$ cat src/common/rcip_pkg.sv
// constants for the reset pin, bus clock and interrupt pin logic
// assumes a single 100 MHz oscillator clock and a 32-bit classic wishbone slave port
package rcip_pkg;
  // ==========================================================================
  // timing: reset drive and sample in bus cycles, base bus period in oscillator clocks
  localparam logic [4:0] RST_DRIVE_TICKS  = 5'h10;
  localparam logic [4:0] RST_SAMPLE_TICKS = 5'h08;
  localparam logic [3:0] BUS_BASE_PERIOD  = 4'h2;
  // ==========================================================================
  // register byte offsets
  localparam logic [3:0] ADR_CLK_CTRL = 4'h0;
  localparam logic [3:0] ADR_IRQ_CTRL = 4'h4;
  localparam logic [3:0] ADR_CCR      = 4'h8;
  localparam logic [3:0] ADR_STATUS   = 4'hC;
  // ==========================================================================
  // field positions
  localparam int CLK_EN_BIT     = 0;
  localparam int STR_EN_BIT     = 1;
  localparam int STR_CNT_LSB    = 2;
  localparam int IRQ_EDGE_BIT   = 0;
  localparam int CCR_IMASK_BIT  = 0;
  localparam int ST_PIN_BIT     = 0;
  localparam int ST_PEND_BIT    = 1;
  localparam int ST_VEC_LSB     = 2;
  localparam int ST_RST_LSB     = 4;
  localparam int ST_MODE_LSB    = 6;
  // ==========================================================================
  // reset values
  localparam logic       RST_IRQ_EDGE  = 1'b0;
  localparam logic       RST_IMASK     = 1'b1;
  localparam logic       RST_STR_EN    = 1'b0;
  localparam logic [1:0] RST_STR_CNT   = 2'h0;
  // ==========================================================================
  // types
  typedef enum logic [1:0] {
    MODE_NORM_SC = 2'h0, MODE_SPEC_SC = 2'h1, MODE_SPEC_PERIPH = 2'h2, MODE_NORM_EXP = 2'h3
  } mode_t;
  typedef enum logic [1:0] {VEC_EXT = 2'h0, VEC_WDOG = 2'h1, VEC_CLKMON = 2'h2} vec_t;
  typedef enum logic [1:0] {ST_IDLE = 2'h0, ST_DRIVE = 2'h1, ST_WAIT = 2'h3, ST_EXT = 2'h2} rst_st_t;
endpackage : rcip_pkg

$ cat src/common/sync_if.sv
// bundle between the pin synchroniser and its user
// assumes raw is driven by the user and synced is read back on the same clock
`timescale 1ns/1ps
`default_nettype none
interface sync_if #(parameter int W = 3);
  logic [W-1:0] raw;
  logic [W-1:0] synced;
  modport sync (input raw, output synced);
  modport user (output raw, input synced);
endinterface : sync_if
`default_nettype wire

$ cat src/rtl/pin_sync.sv
// two-stage synchroniser for a group of pin levels
// assumes pins idle high, so both stages reset to ones
`timescale 1ns/1ps
`default_nettype none
module pin_sync #(
  parameter int W = 3
) (
  input  wire logic clk,      // oscillator clock
  input  wire logic rst,      // synchronous reset, active high
  sync_if.sync      sif       // raw pins in, synced levels out
);
  logic [W-1:0] meta_reg;
  logic [W-1:0] sync_reg;

  // ==========================================================================
  // meta stage is read by the second stage only
  always_ff @(posedge clk) begin
    if (rst) begin
      meta_reg <= '1;
      sync_reg <= '1;
    end else begin
      meta_reg <= sif.raw;
      sync_reg <= meta_reg;
    end
  end

  assign sif.synced = sync_reg;
endmodule : pin_sync
`default_nettype wire

$ cat src/rtl/reset_clock_irq_pin_logic.sv
// reset pin sequencer, bus clock generator and maskable interrupt pin logic
// assumes REF_CLK is the oscillator input and software uses a classic wishbone master
//
// Implementation choices: the placing of the registers and the Wishbone interface to the registers.
`timescale 1ns/1ps
`default_nettype none
module reset_clock_irq_pin_logic
  import rcip_pkg::*;
#(
  parameter logic [4:0] DRIVE_TICKS  = RST_DRIVE_TICKS,
  parameter logic [4:0] SAMPLE_TICKS = RST_SAMPLE_TICKS
) (
  input  wire logic        REF_CLK,          // oscillator clock, 100 MHz
  input  wire logic        RESET,            // synchronous reset, active high
  input  wire logic [1:0]  MODE_I,           // operating mode straps
  input  wire logic        WDOG_FAIL_I,      // watchdog timeout pulse
  input  wire logic        CLKMON_FAIL_I,    // clock monitor failure pulse
  input  wire logic        STOP_I,           // stop mode level
  input  wire logic        EXT_ACCESS_I,     // slow external access level
  input  wire logic        IRQ_ACK_I,        // cpu acknowledge pulse
  input  wire logic        RESET_PIN_I,      // reset pin level
  output logic             RESET_PIN_O,      // reset pin drive value
  output logic             RESET_PIN_OE,     // reset pin drive enable
  output logic             CORE_RESET,       // core reset, active high
  output logic [1:0]       VECTOR_SEL,       // vector to fetch
  input  wire logic        BUS_CLOCK_I,      // bus clock pin level
  output logic             BUS_CLOCK_O,      // bus clock pin drive value
  output logic             BUS_CLOCK_OE,     // bus clock pin drive enable
  output logic             BUS_TICK,         // one pulse per bus cycle
  input  wire logic        IRQ_PIN_I,        // interrupt pin, active low
  output logic             IRQ_REQ,          // interrupt request to cpu
  input  wire logic        WB_CYC_I,         // wishbone cycle
  input  wire logic        WB_STB_I,         // wishbone strobe
  input  wire logic        WB_WE_I,          // wishbone write enable
  input  wire logic [3:0]  WB_ADR_I,         // wishbone byte address
  input  wire logic [3:0]  WB_SEL_I,         // wishbone byte selects
  input  wire logic [31:0] WB_DAT_I,         // wishbone write data
  output logic [31:0]      WB_DAT_O,         // wishbone read data
  output logic             WB_ACK_O          // wishbone acknowledge
);
  // ==========================================================================
  // declarations
  sync_if #(.W(3)) sif ();
  logic       rst_pin_s;
  logic       irq_s;
  logic       bclk_s;
  mode_t      mode_reg;
  rst_st_t    st_reg;
  logic [4:0] cnt_reg;
  vec_t       cause_reg;
  vec_t       vec_reg;
  logic       fail_any;
  logic       periph;
  logic       run;
  logic       stretch_now;
  logic [3:0] period;
  logic [3:0] div_reg;
  logic [3:0] div_next;
  logic       clk_reg;
  logic       bclk_prev_reg;
  logic       clk_en_reg;
  logic       str_en_reg;
  logic [1:0] str_cnt_reg;
  logic       edge_mode_reg;
  logic       imask_reg;
  logic       irq_prev_reg;
  logic       edge_pend_reg;
  logic       pending;
  logic       ack_reg;
  logic [31:0] dat_reg;
  logic       wb_req;
  logic       wb_wr;

  function automatic logic [3:0] period_f(input logic on, input logic [1:0] extra);
    period_f = on ? (BUS_BASE_PERIOD + {1'b0, extra, 1'b0}) : BUS_BASE_PERIOD;
  endfunction : period_f

  // ==========================================================================
  // pin synchronisers
  assign sif.raw = {BUS_CLOCK_I, IRQ_PIN_I, RESET_PIN_I};
  pin_sync #(.W(3)) u_sync (
    .clk (REF_CLK),
    .rst (RESET),
    .sif (sif)
  );
  assign rst_pin_s = sif.synced[0];
  assign irq_s     = sif.synced[1];
  assign bclk_s    = sif.synced[2];

  // straps are caught while the reset input is held
  always_ff @(posedge REF_CLK) begin
    if (RESET) begin
      mode_reg <= mode_t'(MODE_I);
    end
  end

  // ==========================================================================
  // bus clock divider
  assign periph      = (mode_reg == MODE_SPEC_PERIPH);
  assign run         = !STOP_I && !periph;
  assign stretch_now = str_en_reg && EXT_ACCESS_I;
  assign period      = period_f(stretch_now, str_cnt_reg);
  assign div_next    = (div_reg >= period - 4'h1) ? 4'h0 : div_reg + 4'h1;

  always_comb begin
    if (periph) begin
      BUS_TICK = bclk_s && !bclk_prev_reg && !STOP_I;
    end else begin
      BUS_TICK = run && (div_reg >= period - 4'h1);
    end
  end

  always_ff @(posedge REF_CLK) begin
    if (RESET) begin
      div_reg <= 4'h0;
      clk_reg <= 1'b0;
    end else if (run) begin
      div_reg <= div_next;
      clk_reg <= (div_next >= {1'b0, period[3:1]});
    end else begin
      clk_reg <= 1'b0;
    end
  end

  always_ff @(posedge REF_CLK) begin
    if (RESET) begin
      bclk_prev_reg <= 1'b1;
    end else begin
      bclk_prev_reg <= bclk_s;
    end
  end

  assign BUS_CLOCK_O  = clk_reg;
  assign BUS_CLOCK_OE = clk_en_reg && !periph;

  // ==========================================================================
  // reset pin sequencer
  assign fail_any = WDOG_FAIL_I || CLKMON_FAIL_I;

  always_ff @(posedge REF_CLK) begin
    if (RESET) begin
      st_reg    <= ST_IDLE;
      cnt_reg   <= 5'h00;
      cause_reg <= VEC_EXT;
      vec_reg   <= VEC_EXT;
    end else begin
      case (st_reg)
        ST_IDLE: begin
          if (!rst_pin_s) begin
            st_reg  <= ST_EXT;
            vec_reg <= VEC_EXT;
          end else if (fail_any) begin
            st_reg    <= ST_DRIVE;
            cnt_reg   <= 5'h00;
            cause_reg <= WDOG_FAIL_I ? VEC_WDOG : VEC_CLKMON;
          end
        end
        ST_DRIVE: begin
          if (BUS_TICK) begin
            if (cnt_reg == DRIVE_TICKS - 5'h01) begin
              st_reg  <= ST_WAIT;
              cnt_reg <= 5'h00;
            end else begin
              cnt_reg <= cnt_reg + 5'h01;
            end
          end
        end
        ST_WAIT: begin
          if (BUS_TICK) begin
            if (cnt_reg == SAMPLE_TICKS - 5'h01) begin
              if (rst_pin_s) begin
                st_reg  <= ST_IDLE;
                vec_reg <= cause_reg;
              end else begin
                st_reg  <= ST_EXT;
                vec_reg <= VEC_EXT;
              end
            end else begin
              cnt_reg <= cnt_reg + 5'h01;
            end
          end
        end
        ST_EXT: begin
          if (rst_pin_s) begin
            st_reg <= ST_IDLE;
          end
        end
        default: begin
          st_reg <= ST_IDLE;
        end
      endcase
    end
  end

  assign RESET_PIN_O  = 1'b0;
  assign RESET_PIN_OE = (st_reg == ST_DRIVE);
  // raw pin enters reset with no clock; exit waits for the synced level
  assign CORE_RESET   = RESET || !RESET_PIN_I || (st_reg != ST_IDLE);
  assign VECTOR_SEL   = vec_reg;

  // ==========================================================================
  // interrupt pin
  always_ff @(posedge REF_CLK) begin
    if (RESET) begin
      irq_prev_reg  <= 1'b1;
      edge_pend_reg <= 1'b0;
    end else begin
      irq_prev_reg <= irq_s;
      // a new edge beats an acknowledge in the same cycle
      if (edge_mode_reg && irq_prev_reg && !irq_s) begin
        edge_pend_reg <= 1'b1;
      end else if (IRQ_ACK_I || !edge_mode_reg) begin
        edge_pend_reg <= 1'b0;
      end
    end
  end

  // level sources keep the line low until acknowledged, so no latch here
  assign pending = edge_mode_reg ? edge_pend_reg : !irq_s;
  assign IRQ_REQ = pending && !imask_reg;

  // ==========================================================================
  // wishbone slave, one wait state
  assign wb_req = WB_CYC_I && WB_STB_I && !ack_reg;
  assign wb_wr  = wb_req && WB_WE_I && WB_SEL_I[0];

  always_ff @(posedge REF_CLK) begin
    if (RESET) begin
      ack_reg <= 1'b0;
    end else begin
      ack_reg <= wb_req;
    end
  end

  always_ff @(posedge REF_CLK) begin
    if (RESET) begin
      clk_en_reg  <= (MODE_I != MODE_NORM_SC);
      str_en_reg  <= RST_STR_EN;
      str_cnt_reg <= RST_STR_CNT;
    end else if (wb_wr && WB_ADR_I == ADR_CLK_CTRL) begin
      clk_en_reg  <= WB_DAT_I[CLK_EN_BIT];
      str_en_reg  <= WB_DAT_I[STR_EN_BIT];
      str_cnt_reg <= WB_DAT_I[STR_CNT_LSB +: 2];
    end
  end

  always_ff @(posedge REF_CLK) begin
    if (RESET) begin
      edge_mode_reg <= RST_IRQ_EDGE;
      imask_reg     <= RST_IMASK;
    end else if (wb_wr && WB_ADR_I == ADR_IRQ_CTRL) begin
      edge_mode_reg <= WB_DAT_I[IRQ_EDGE_BIT];
    end else if (wb_wr && WB_ADR_I == ADR_CCR) begin
      imask_reg <= WB_DAT_I[CCR_IMASK_BIT];
    end
  end

  always_ff @(posedge REF_CLK) begin
    if (RESET) begin
      dat_reg <= 32'h0000_0000;
    end else if (wb_req) begin
      dat_reg <= 32'h0000_0000;
      case (WB_ADR_I)
        ADR_CLK_CTRL: begin
          dat_reg[CLK_EN_BIT]          <= clk_en_reg;
          dat_reg[STR_EN_BIT]          <= str_en_reg;
          dat_reg[STR_CNT_LSB +: 2]    <= str_cnt_reg;
        end
        ADR_IRQ_CTRL: begin
          dat_reg[IRQ_EDGE_BIT] <= edge_mode_reg;
        end
        ADR_CCR: begin
          dat_reg[CCR_IMASK_BIT] <= imask_reg;
        end
        ADR_STATUS: begin
          dat_reg[ST_PIN_BIT]        <= irq_s;
          dat_reg[ST_PEND_BIT]       <= pending;
          dat_reg[ST_VEC_LSB +: 2]   <= vec_reg;
          dat_reg[ST_RST_LSB +: 2]   <= st_reg;
          dat_reg[ST_MODE_LSB +: 2]  <= mode_reg;
        end
        default: begin
          dat_reg <= 32'h0000_0000;
        end
      endcase
    end
  end

  assign WB_ACK_O = ack_reg;
  assign WB_DAT_O = dat_reg;

  logic [4:0] oe_ticks_reg;
  always_ff @(posedge REF_CLK) begin
    if (RESET || !RESET_PIN_OE) begin
      oe_ticks_reg <= 5'h00;
    end else if (BUS_TICK) begin
      oe_ticks_reg <= oe_ticks_reg + 5'h01;
    end
  end
endmodule : reset_clock_irq_pin_logic
`default_nettype wire

$ cat config.mk
export PLATFORM = sky130hd
export DESIGN_NAME = reset_clock_irq_pin_logic
export DESIGN_NICKNAME = d
export VERILOG_FILES = /design/src/common/rcip_pkg.sv /design/src/common/sync_if.sv /design/src/rtl/pin_sync.sv /design/src/rtl/reset_clock_irq_pin_logic.sv
export SDC_FILE = /design/constraint.sdc
export NUM_CORES = 1
export LEC_CHECK = 0
export ABC_AREA = 1
export BUFFER_PORTS_ARGS = -buffer_cell sky130_fd_sc_hd__buf_2
export CAP_MARGIN = 40
export CORE_MARGIN = 1.5
export CORE_UTILIZATION = 50
export DETAILED_ROUTE_END_ITERATION = 6
export PLACE_DENSITY = 0.83
export REMOVE_ABC_BUFFERS = 1
export SYNTH_ARGS = -nofsm -noshare
export SYNTH_HDL_FRONTEND = slang
export SYNTH_SLANG_ARGS = --single-unit
export TNS_END_PERCENT = 5
$ cat constraint.sdc
create_clock -name REF_CLK -period 4.75 [get_ports REF_CLK]
set_clock_uncertainty 0.2 [all_clocks]
set_input_delay 0.95 -clock REF_CLK [delete_from_list [all_inputs] [get_ports REF_CLK]]
set_output_delay 0.95 -clock REF_CLK [all_outputs]
set_load 0.02 [all_outputs]
### After elaboration in Yosys (flattened, before gate mapping)

Cells that the tools add are included.

| operators by class | value |
|---|---|
| add/subtract/negate cells | 4 |
| bitwise operators | 2 |
| eq/ne operators | 19 |
| $lt $le $gt $ge | 2 |
| mux-type cells | 33 |
| reduce and logical (&&, ||, !) cells | 42 |

Operator list:

| operator | number |
|---|---|
| 2-to-1 mux 5 bit | 6 |
| 2-to-1 mux 2 bit | 13 |
| logical AND 1 bit | 16 |
| one-hot mux 5 bit (3 select lines) | 1 |
| 2-to-1 mux 4 bit | 3 |
| AND reduction 6 bit | 2 |
| != test 2 bit (second input constant) | 5 |
| nonzero test 2 bit | 5 |
| equality test 4 bit (second input constant) | 2 |
| logical NOT 1 bit | 8 |
| != test 2 x 1 -> 1 bit (second input constant) | 4 |
| one-hot mux 2 bit (4 select lines) | 1 |
| equality test 2 bit (second input constant) | 3 |
| 2-to-1 mux 1 bit | 6 |
| one-hot mux 3 bit (2 select lines) | 1 |
| adder 5 x 1 -> 5 bit (second input constant) | 1 |
| equality test 5 x 3 -> 1 bit (second input constant) | 1 |
| equality test 5 x 4 -> 1 bit (second input constant) | 1 |
| adder 2 x 3 -> 4 bit (first input constant) | 1 |
| adder 4 x 1 -> 4 bit (second input constant) | 1 |
| equality test 4 x 3 -> 1 bit (second input constant) | 1 |
| >= comparator 4 x 3 -> 1 bit | 1 |
| >= comparator 4 bit | 1 |
| logical NOT 4 bit | 1 |
| 13 further kinds | 17 |

| storage, ports and cells | value |
|---|---|
| output and inout bits | 42 |
| flip-flop bits (word level) | 42 |

### Depth between registers and ports, before layout

Gate-level depths: netlist of the first run.

| depth | value |
|---|---|
| depth after elaboration | 8 |
| mapped depth | 17 |
| gate-level depth less buffers | 17 |

### By module

From an unflattened synthesis of the first run, not the netlist that was laid out.

| unflattened totals | value |
|---|---|
| cells, all modules | 325 |
| area total of the unflattened synthesis | 2338.5 µm² |

By module, submodules not included:

| module | area an instance (µm²) | instances | cells each |
|---|---|---|---|
| reset_clock_irq_pin_logic | 2169.6 | 1 | 306 |
| pin_sync | 168.9 | 1 | 19 |

### Worst setup path after synthesis of the first run

No wires, ideal clock.

| timing | value |
|---|---|
| path type | in2reg |
| start point | input EXT_ACCESS_I |
| end point | register clk_reg (netlist: BUS_CLOCK_O) |
| stages on the path | 13 |
| library setup time | 131 ps |
| path slack | 1393 ps |
| required time | 4419 ps |
| arrival time | 3027 ps |
| path through | nand3_1 > inv_1 > ha_1 > xor2_1 > ha_1 > a21oi_1 > nand2_1 > or2_2 > ha_1 > o21ai_0 > nand2_1 > a211oi_1 > nor3_1 |

| between the ends | value |
|---|---|
| longest elaborated chain between the ends | 6 |

Ends and longest elaborated chain:

| what | line | RTL |
|---|---|---|
| start: declaration | reset_clock_irq_pin_logic.sv:19 | `input wire logic EXT_ACCESS_I,` |
| logical AND 1 bit (*) | reset_clock_irq_pin_logic.sv:101 | `assign stretch_now = str_en_reg && EXT_ACCESS_I;` |
| 2-to-1 mux 4 bit (*) | reset_clock_irq_pin_logic.sv:75 | `period_f = on ? (BUS_BASE_PERIOD + {1'b0, extra, 1'b0}) : BUS_BASE_PERIOD;` |
| subtractor 4 x 1 -> 4 bit | reset_clock_irq_pin_logic.sv:103 | `assign div_next = (div_reg >= period - 4'h1) ? 4'h0 : div_reg + 4'h1;` |
| >= comparator 4 bit | reset_clock_irq_pin_logic.sv:103 |  |
| 2-to-1 mux 4 bit | reset_clock_irq_pin_logic.sv:103 |  |
| >= comparator 4 x 3 -> 1 bit (*) | reset_clock_irq_pin_logic.sv:119 | `clk_reg <= (div_next >= {1'b0, period[3:1]});` |
| end signal: assignment | reset_clock_irq_pin_logic.sv:119 |  |
| end: declaration | reset_clock_irq_pin_logic.sv:59 | `logic clk_reg;` |

Mark *: on every way between the ends. The rest lies on a longest branch, timed or not.
A chain may end at the register's enable or synchronous reset.

### Worst setup path in the final report of the first run

| timing | value |
|---|---|
| start point | input EXT_ACCESS_I |
| end point | output BUS_TICK |

| between the ends | value |
|---|---|
| longest elaborated chain between the ends | 6 |

Ends and longest elaborated chain:

| what | line | RTL |
|---|---|---|
| logical AND 1 bit | reset_clock_irq_pin_logic.sv:101 |  |
| 2-to-1 mux 4 bit | reset_clock_irq_pin_logic.sv:75 |  |
| subtractor 4 x 1 -> 4 bit | reset_clock_irq_pin_logic.sv:109 | `BUS_TICK = run && (div_reg >= period - 4'h1);` |
| >= comparator 4 bit | reset_clock_irq_pin_logic.sv:109 |  |
| logical AND 1 bit | reset_clock_irq_pin_logic.sv:109 |  |
| 2-to-1 mux 1 bit | reset_clock_irq_pin_logic.sv:106 | `if (periph) begin` |
| end: declaration | reset_clock_irq_pin_logic.sv:29 | `output logic BUS_TICK,` |

No other way between the ends.

==> flow_summary.toml, run 1 <==
[run_status]
status = "finished clean"

[setup_path]
critPathKind = "input port to primary output"
cp_cell_sequence = "buf_2, nand3_1, inv_1, ha_1, xor2_1, ha_1, a21oi_1, nand2_1, nand2_1, nand2_2, buf_2"
cp.required_ns = 3.60
cp.arrival_ns = 2.60
crit_path_end_kind = "primary output"
start_kind = "input port"
cp_slowest_cell = "ha_1"
crit_path_max_incr_delay_ns = 0.29
cp_max_fo = 5
path_buf_inv = 3
critPathTopFamily = "simple AND/OR/NAND/NOR gates"

[logic_synthesis]
synth_area_leader_cell = "dfxtp_1"
synth_seq_area_share_pct = 37.7
synth.most_common_cell = "nand2_1"
synth_flop_cell = "dfxtp_1"
syn_inst = 315
synth-seq-cells = 42
ys_top_cells_by_area = "dfxtp_1 (34%), buf_4 (8.5%), nand2_1 (8.5%), ha_1 (6.5%), inv_1 (6.3%)"
synth_common_cells = "nand2_1 (52), dfxtp_1 (39), inv_1 (39)"
synth_edf_count = 3
syn_area_sq_mm = 0.00231
yosys_warnings = 0
synth_cell_type_count = 32
async_flop_share_pct = 0
avgSynthCellArea_sq_um = 7.33
yosysTopAreaCellShare_pct = 33.8

[pwr]
ir_drop_uv = 223
power.total_uw = 932
p_leak_uw = 0.00123
powerDensity_mw_per_mm2 = 368

[cts]
cts_tree = "done"
cts_buffer_depth = 2
clk_latency_ns = 0.30
cts_resized = 0
hold_buffers = 0
h-tree-depth = 2
clock_tree.root_cell = "clkbuf_8"
path_clk_slew_ns = 0.08
postCtsSetupRepairBufs = 0
clock-sinks = 42
numCtsBuffers = 5

[die]
die_h_um = 70.9
std_cell_rows = 24
start_util_pct = 52.7
die_x_um = 70.9
dieArea_sq_mm = 0.00503
io_pins = 97
core_area_sq_mm = 0.00438

[global_routing]
grt_usage_pct = 18.4
first_global_vias = 1806
grt_pass1_wl_mm = 7.40
grt.overflow.total = 0
grt_max_degree = 25
antenna_found_initial = 0

[route]
via_per_inst = 4.87
vias = 1985
drc = 0
ant_nets = 0
first_iter_violations = 124
firstDrtPassIters = 4
drt-wirelength-per-cell_um = 10.9
wirelength_mm = 4.47

[timing]
fmax_mhz = 267
fin_setup_tns_ns = 0
drv_slew = 0
rsz0062_at_grt = "no"
period_needed_ns = 3.75
finalSetupViolCount = 0
hold_viol = 0
post-route-period-util_pct = 78.9
worstMarginPinSlew_ns = 0.661
slew-limit-headroom_pct = 55.9

[flow_run]
maxCapViolCount = 0

[layout]
largest_register_ff_count = 8
area_growth_pct = 9.76
seq_area_sq_um = 871
nets = 422
drive_gt1_share_pct = 19.1
fillers = 414
fin_area_sq_mm = 0.00253
multi_input_area_sq_mm = 0.00116
antenna_cells = 0

[placed_design]
globalplace.congestion = 0.924
port_buffers = 40
post_dp_cell_area_sq_mm = 0.00245
dpl.hpwl_mm = 3.36

[hold_path]
hold_path.class = "flop to flop"
==> routing by layer <==
layer  vias to the layer above  share of wire, %  GRT usage, %
met5                         -                 0             0
met4                         0               1.9          8.39
met3                         8               5.2          5.41
met2                        52                47          30.6
met1                       881                46          21.8
li1                       1044                 -             -
==> path summary, 6_finish.rpt <==
| check | startpoint | to | slack, ns | depth (start not counted) |
|---|---|---|---|---|
| hold reg to reg | u_sync.meta_reg[0]$_SDFF_PP1_ | u_sync.sif.synced[0]$_SDFF_PP1_ | 0.22 | 1 |
| setup reg to reg | str_cnt_reg[0]$_SDFFE_PP0P_ | BUS_CLOCK_O$_SDFF_PP0_ | 1.55 | 13 |
| hold / removal | u_sync.meta_reg[0]$_SDFF_PP1_ | u_sync.sif.synced[0]$_SDFF_PP1_ | 0.22 | 1 |
| setup / recovery | EXT_ACCESS_I | BUS_TICK | 1.00 | 11 |
==> placed cells by master, fill, tap and decap left out, drive strengths merged, types with 2 or more instances in the layout <==
cell type   n
or2         8
a21oi      25
o221ai      2
nor2       39
edfxtp      3
nand3      16
dfxtp      39
clkbuf      5
nor3        5
conb       25
o21ai      29
buf        40
xor2        2
clkinv      3
nand2      56
inv        39
ha         12
==> power by group <==
part,internal [uW],total (uW),switching (uW)
combinational,93.3,279,185
sequential,394,429,35.4
clock,101,224,124
==> cell type report <==
cell class | count | share of cell area (%)
Timing Repair Buffer | 40 | 7.90
Tap cell | 52 | 2.57
Clock inverter | 3 | 0.642
Multi-Input combinational cell | 226 | 45.8
Sequential cell | 42 | 34.4
Clock buffer | 5 | 2.72
Inverter | 40 | 5.98
==> cells by family (layout without fill, tap and decap cells) <==
logic type	after synthesis	after routing	synth area share [%]
and+or+nand+nor	127	127	25.1
buffers and inverters	71	88	15.9
AOI/OAI and AO/OA	60	60	13.9
DFF	42	42	37.7
adders and majority gates	12	12	6.50
xor gates and xnor gates	2	2	0.759
other	1	25	0.162
==> metrics by stage <==
step	util, %	worst slack [ns]	std cells	hold WS [ns]
floorplan	-	1.40	308	0.189
global placement	55.9	1.02	400	0.191
detailed placement	55.9	0.979	400	0.199
CTS	57.8	0.980	408	0.221
global route	57.8	0.801	408	0.228
finish	57.8	1.00	408	0.217
==> worst register-to-register path, delay by kind of cell, from the launching register on <==
kind                       cells  cell delay, ns
adders and majority gates      4            1.09
AOI/OAI and AO/OA              3            0.56
xor gates and xnor gates       1            0.17
and+or+nand+nor                5            0.73
DFF                            1            0.33
(Power assumes the default switching activity.)
==> inputs of run 2 (changes only) <==
CORE_UTILIZATION = 48   (was 50)
PLACE_DENSITY = 0.8   (was 0.83)
clock period = 3.5 ns   (was 4.75 ns; I/O delays follow)
==> run 2 against run 1 <==
Compared with the run above: critical path depth did not move; first-iteration DRC count fell by 32%; combinational power rose by 37%; count of clock-buffer cells in the layout did not move; cell area rose by 1.0%; core utilization fell by 3.2 points; clock power rose by 42%; hold slack barely moved; power rose by 38%; register-to-register slack got worse by 1.2 ns; sequential power rose by 36%; largest cell class unchanged.
==> flow_summary.toml, run 2 (synthesized netlist as in run 1, its figures left out) <==
[run_status]
status = "finished clean"

[global_routing]
grt_pass1_wl_mm = 7.43
antenna_found_initial = 0
grt_max_degree = 24
grt_usage_pct = 18.3
grt.overflow.total = 0
first_global_vias = 1814

[setup_path]
critPathTopFamily = "adder cells"
path_buf_inv = 2
reg2reg_slack_ns = 0.40
cp.required_ns = 2.60
cp_max_fo = 4
critPathKind = "flop to primary output"
cp_cell_sequence = "ha_1, nand3_1, ha_1, xor2_1, ha_1, a21oi_2, nand2_1, buf_4, nand2_1, nand2_2, buf_2"
cp.arrival_ns = 2.41
cp_common_cell = "ha_1"
cp_slowest_cell = "dfxtp_1"
crit_path_max_incr_delay_ns = 0.34
start_kind = "flop"
crit_path_end_kind = "primary output"

[route]
vias = 2014
ant_nets = 0
via_per_inst = 4.89
firstDrtPassIters = 4
wirelength_mm = 4.44
drc = 0
first_iter_violations = 84
drt-wirelength-per-cell_um = 10.8

[cts]
hold_buffers = 0
numCtsBuffers = 5
cts_resized = 0
postCtsSetupRepairBufs = 0
cts_tree = "done"
clk_latency_ns = 0.30
path_clk_slew_ns = 0.08
h-tree-depth = 2
clock_tree.root_cell = "clkbuf_8"
cts_buffer_depth = 2
clock-sinks = 42

[flow_run]
maxCapViolCount = 0

[timing]
post-route-period-util_pct = 94.5
period_needed_ns = 3.31
rsz0062_at_grt = "no"
finalSetupViolCount = 0
fin_setup_tns_ns = 0
hold_viol = 0
drv_slew = 0
fmax_mhz = 302
final.setup.worst_slack_ns = 0.191

[die]
io_pins = 97
dieArea_sq_mm = 0.00523
start_util_pct = 49.2
core_area_sq_mm = 0.00469
std_cell_rows = 25
die_h_um = 72.4
die_x_um = 72.4

[placed_design]
post_dp_cell_area_sq_mm = 0.00247
dpl.hpwl_mm = 3.32
port_buffers = 40
globalplace.congestion = 0.923
pre_cts_ws_ns = 0.0944

[layout]
antenna_cells = 0
multi_input_area_sq_mm = 0.00116
mostFrequentLayoutCells = "nand2_1 (52), buf_2 (40), dfxtp_1 (39), inv_1 (39), nor2_1 (34)"
nets = 424
area_growth_pct = 10.9
drive_gt1_share_pct = 20.1
seq_area_sq_um = 871
fin_area_sq_mm = 0.00256
mostFrequentLayoutCell = "nand2_1"
fillers = 466
largest_register_ff_count = 8

[pwr]
powerDensity_mw_per_mm2 = 501
p_leak_uw = 0.00124
ir_drop_uv = 319

[hold_path]
hold_path.class = "flop to flop"
[run 2: stage by stage]
| step | std cells | power [uW] | utilization, % | hold WS, ns |
|---|---|---|---|---|
| final | 412 | 1280 | 54.6 | 0.217 |
| after global routing | 412 | 1380 | 54.6 | 0.221 |
| after CTS | 412 | 1300 | 54.5 | 0.216 |
| after detailed placement | 404 | 978 | 52.6 | 0.198 |
| after global placement | 404 | 961 | 52.6 | 0.191 |
| after floorplan | 308 | 876 | - | 0.189 |
[run 2: area by class of cell]
type                       count  area share, %
clock buffer                   5           2.69
clock inverter                 3          0.831
inverter                      40           5.91
multi-input combinational    226           45.5
sequential                    42           34.0
tap                           54           2.64
timing repair buffer          42           8.41
[run 2: worst reg2reg max path: cells and delay by family, from the launching register on]
kind | cells | cell delay (ns)
compound gates | 3 | 0.58
fa+ha+maj | 4 | 1.09
flops | 1 | 0.34
simple gates | 5 | 0.61
xor+xnor | 1 | 0.16
[run 2: final timing paths]
path,from,end,depth (start not counted)
worst min register to register,u_sync.meta_reg[2]$_SDFF_PP1_,u_sync.sif.synced[2]$_SDFF_PP1_,1
worst max register to register,str_cnt_reg[0]$_SDFFE_PP0P_,BUS_CLOCK_O$_SDFF_PP0_,13
worst max-delay path,str_cnt_reg[0]$_SDFFE_PP0P_,BUS_TICK,11
worst min-delay path,u_sync.meta_reg[2]$_SDFF_PP1_,u_sync.sif.synced[2]$_SDFF_PP1_,1
[run 2: report_power, final]
group          leakage (uW)  switching (uW)  internal, uW
combinational      0.000850             252           130
clock             0.0000441             177           140
sequential         0.000349            48.2           534
[run 2: routing by layer]
layer  up-vias  GRT usage [%]  part of all wire [%]  routed length [um]
met5         -              0                     0                   0
met4         0           9.01                   2.3                 103
met3         9           4.72                   4.8                 215
met2        57           32.7                    50                2200
met1       898           20.0                    43                1920
li1       1050              -                     -                   -
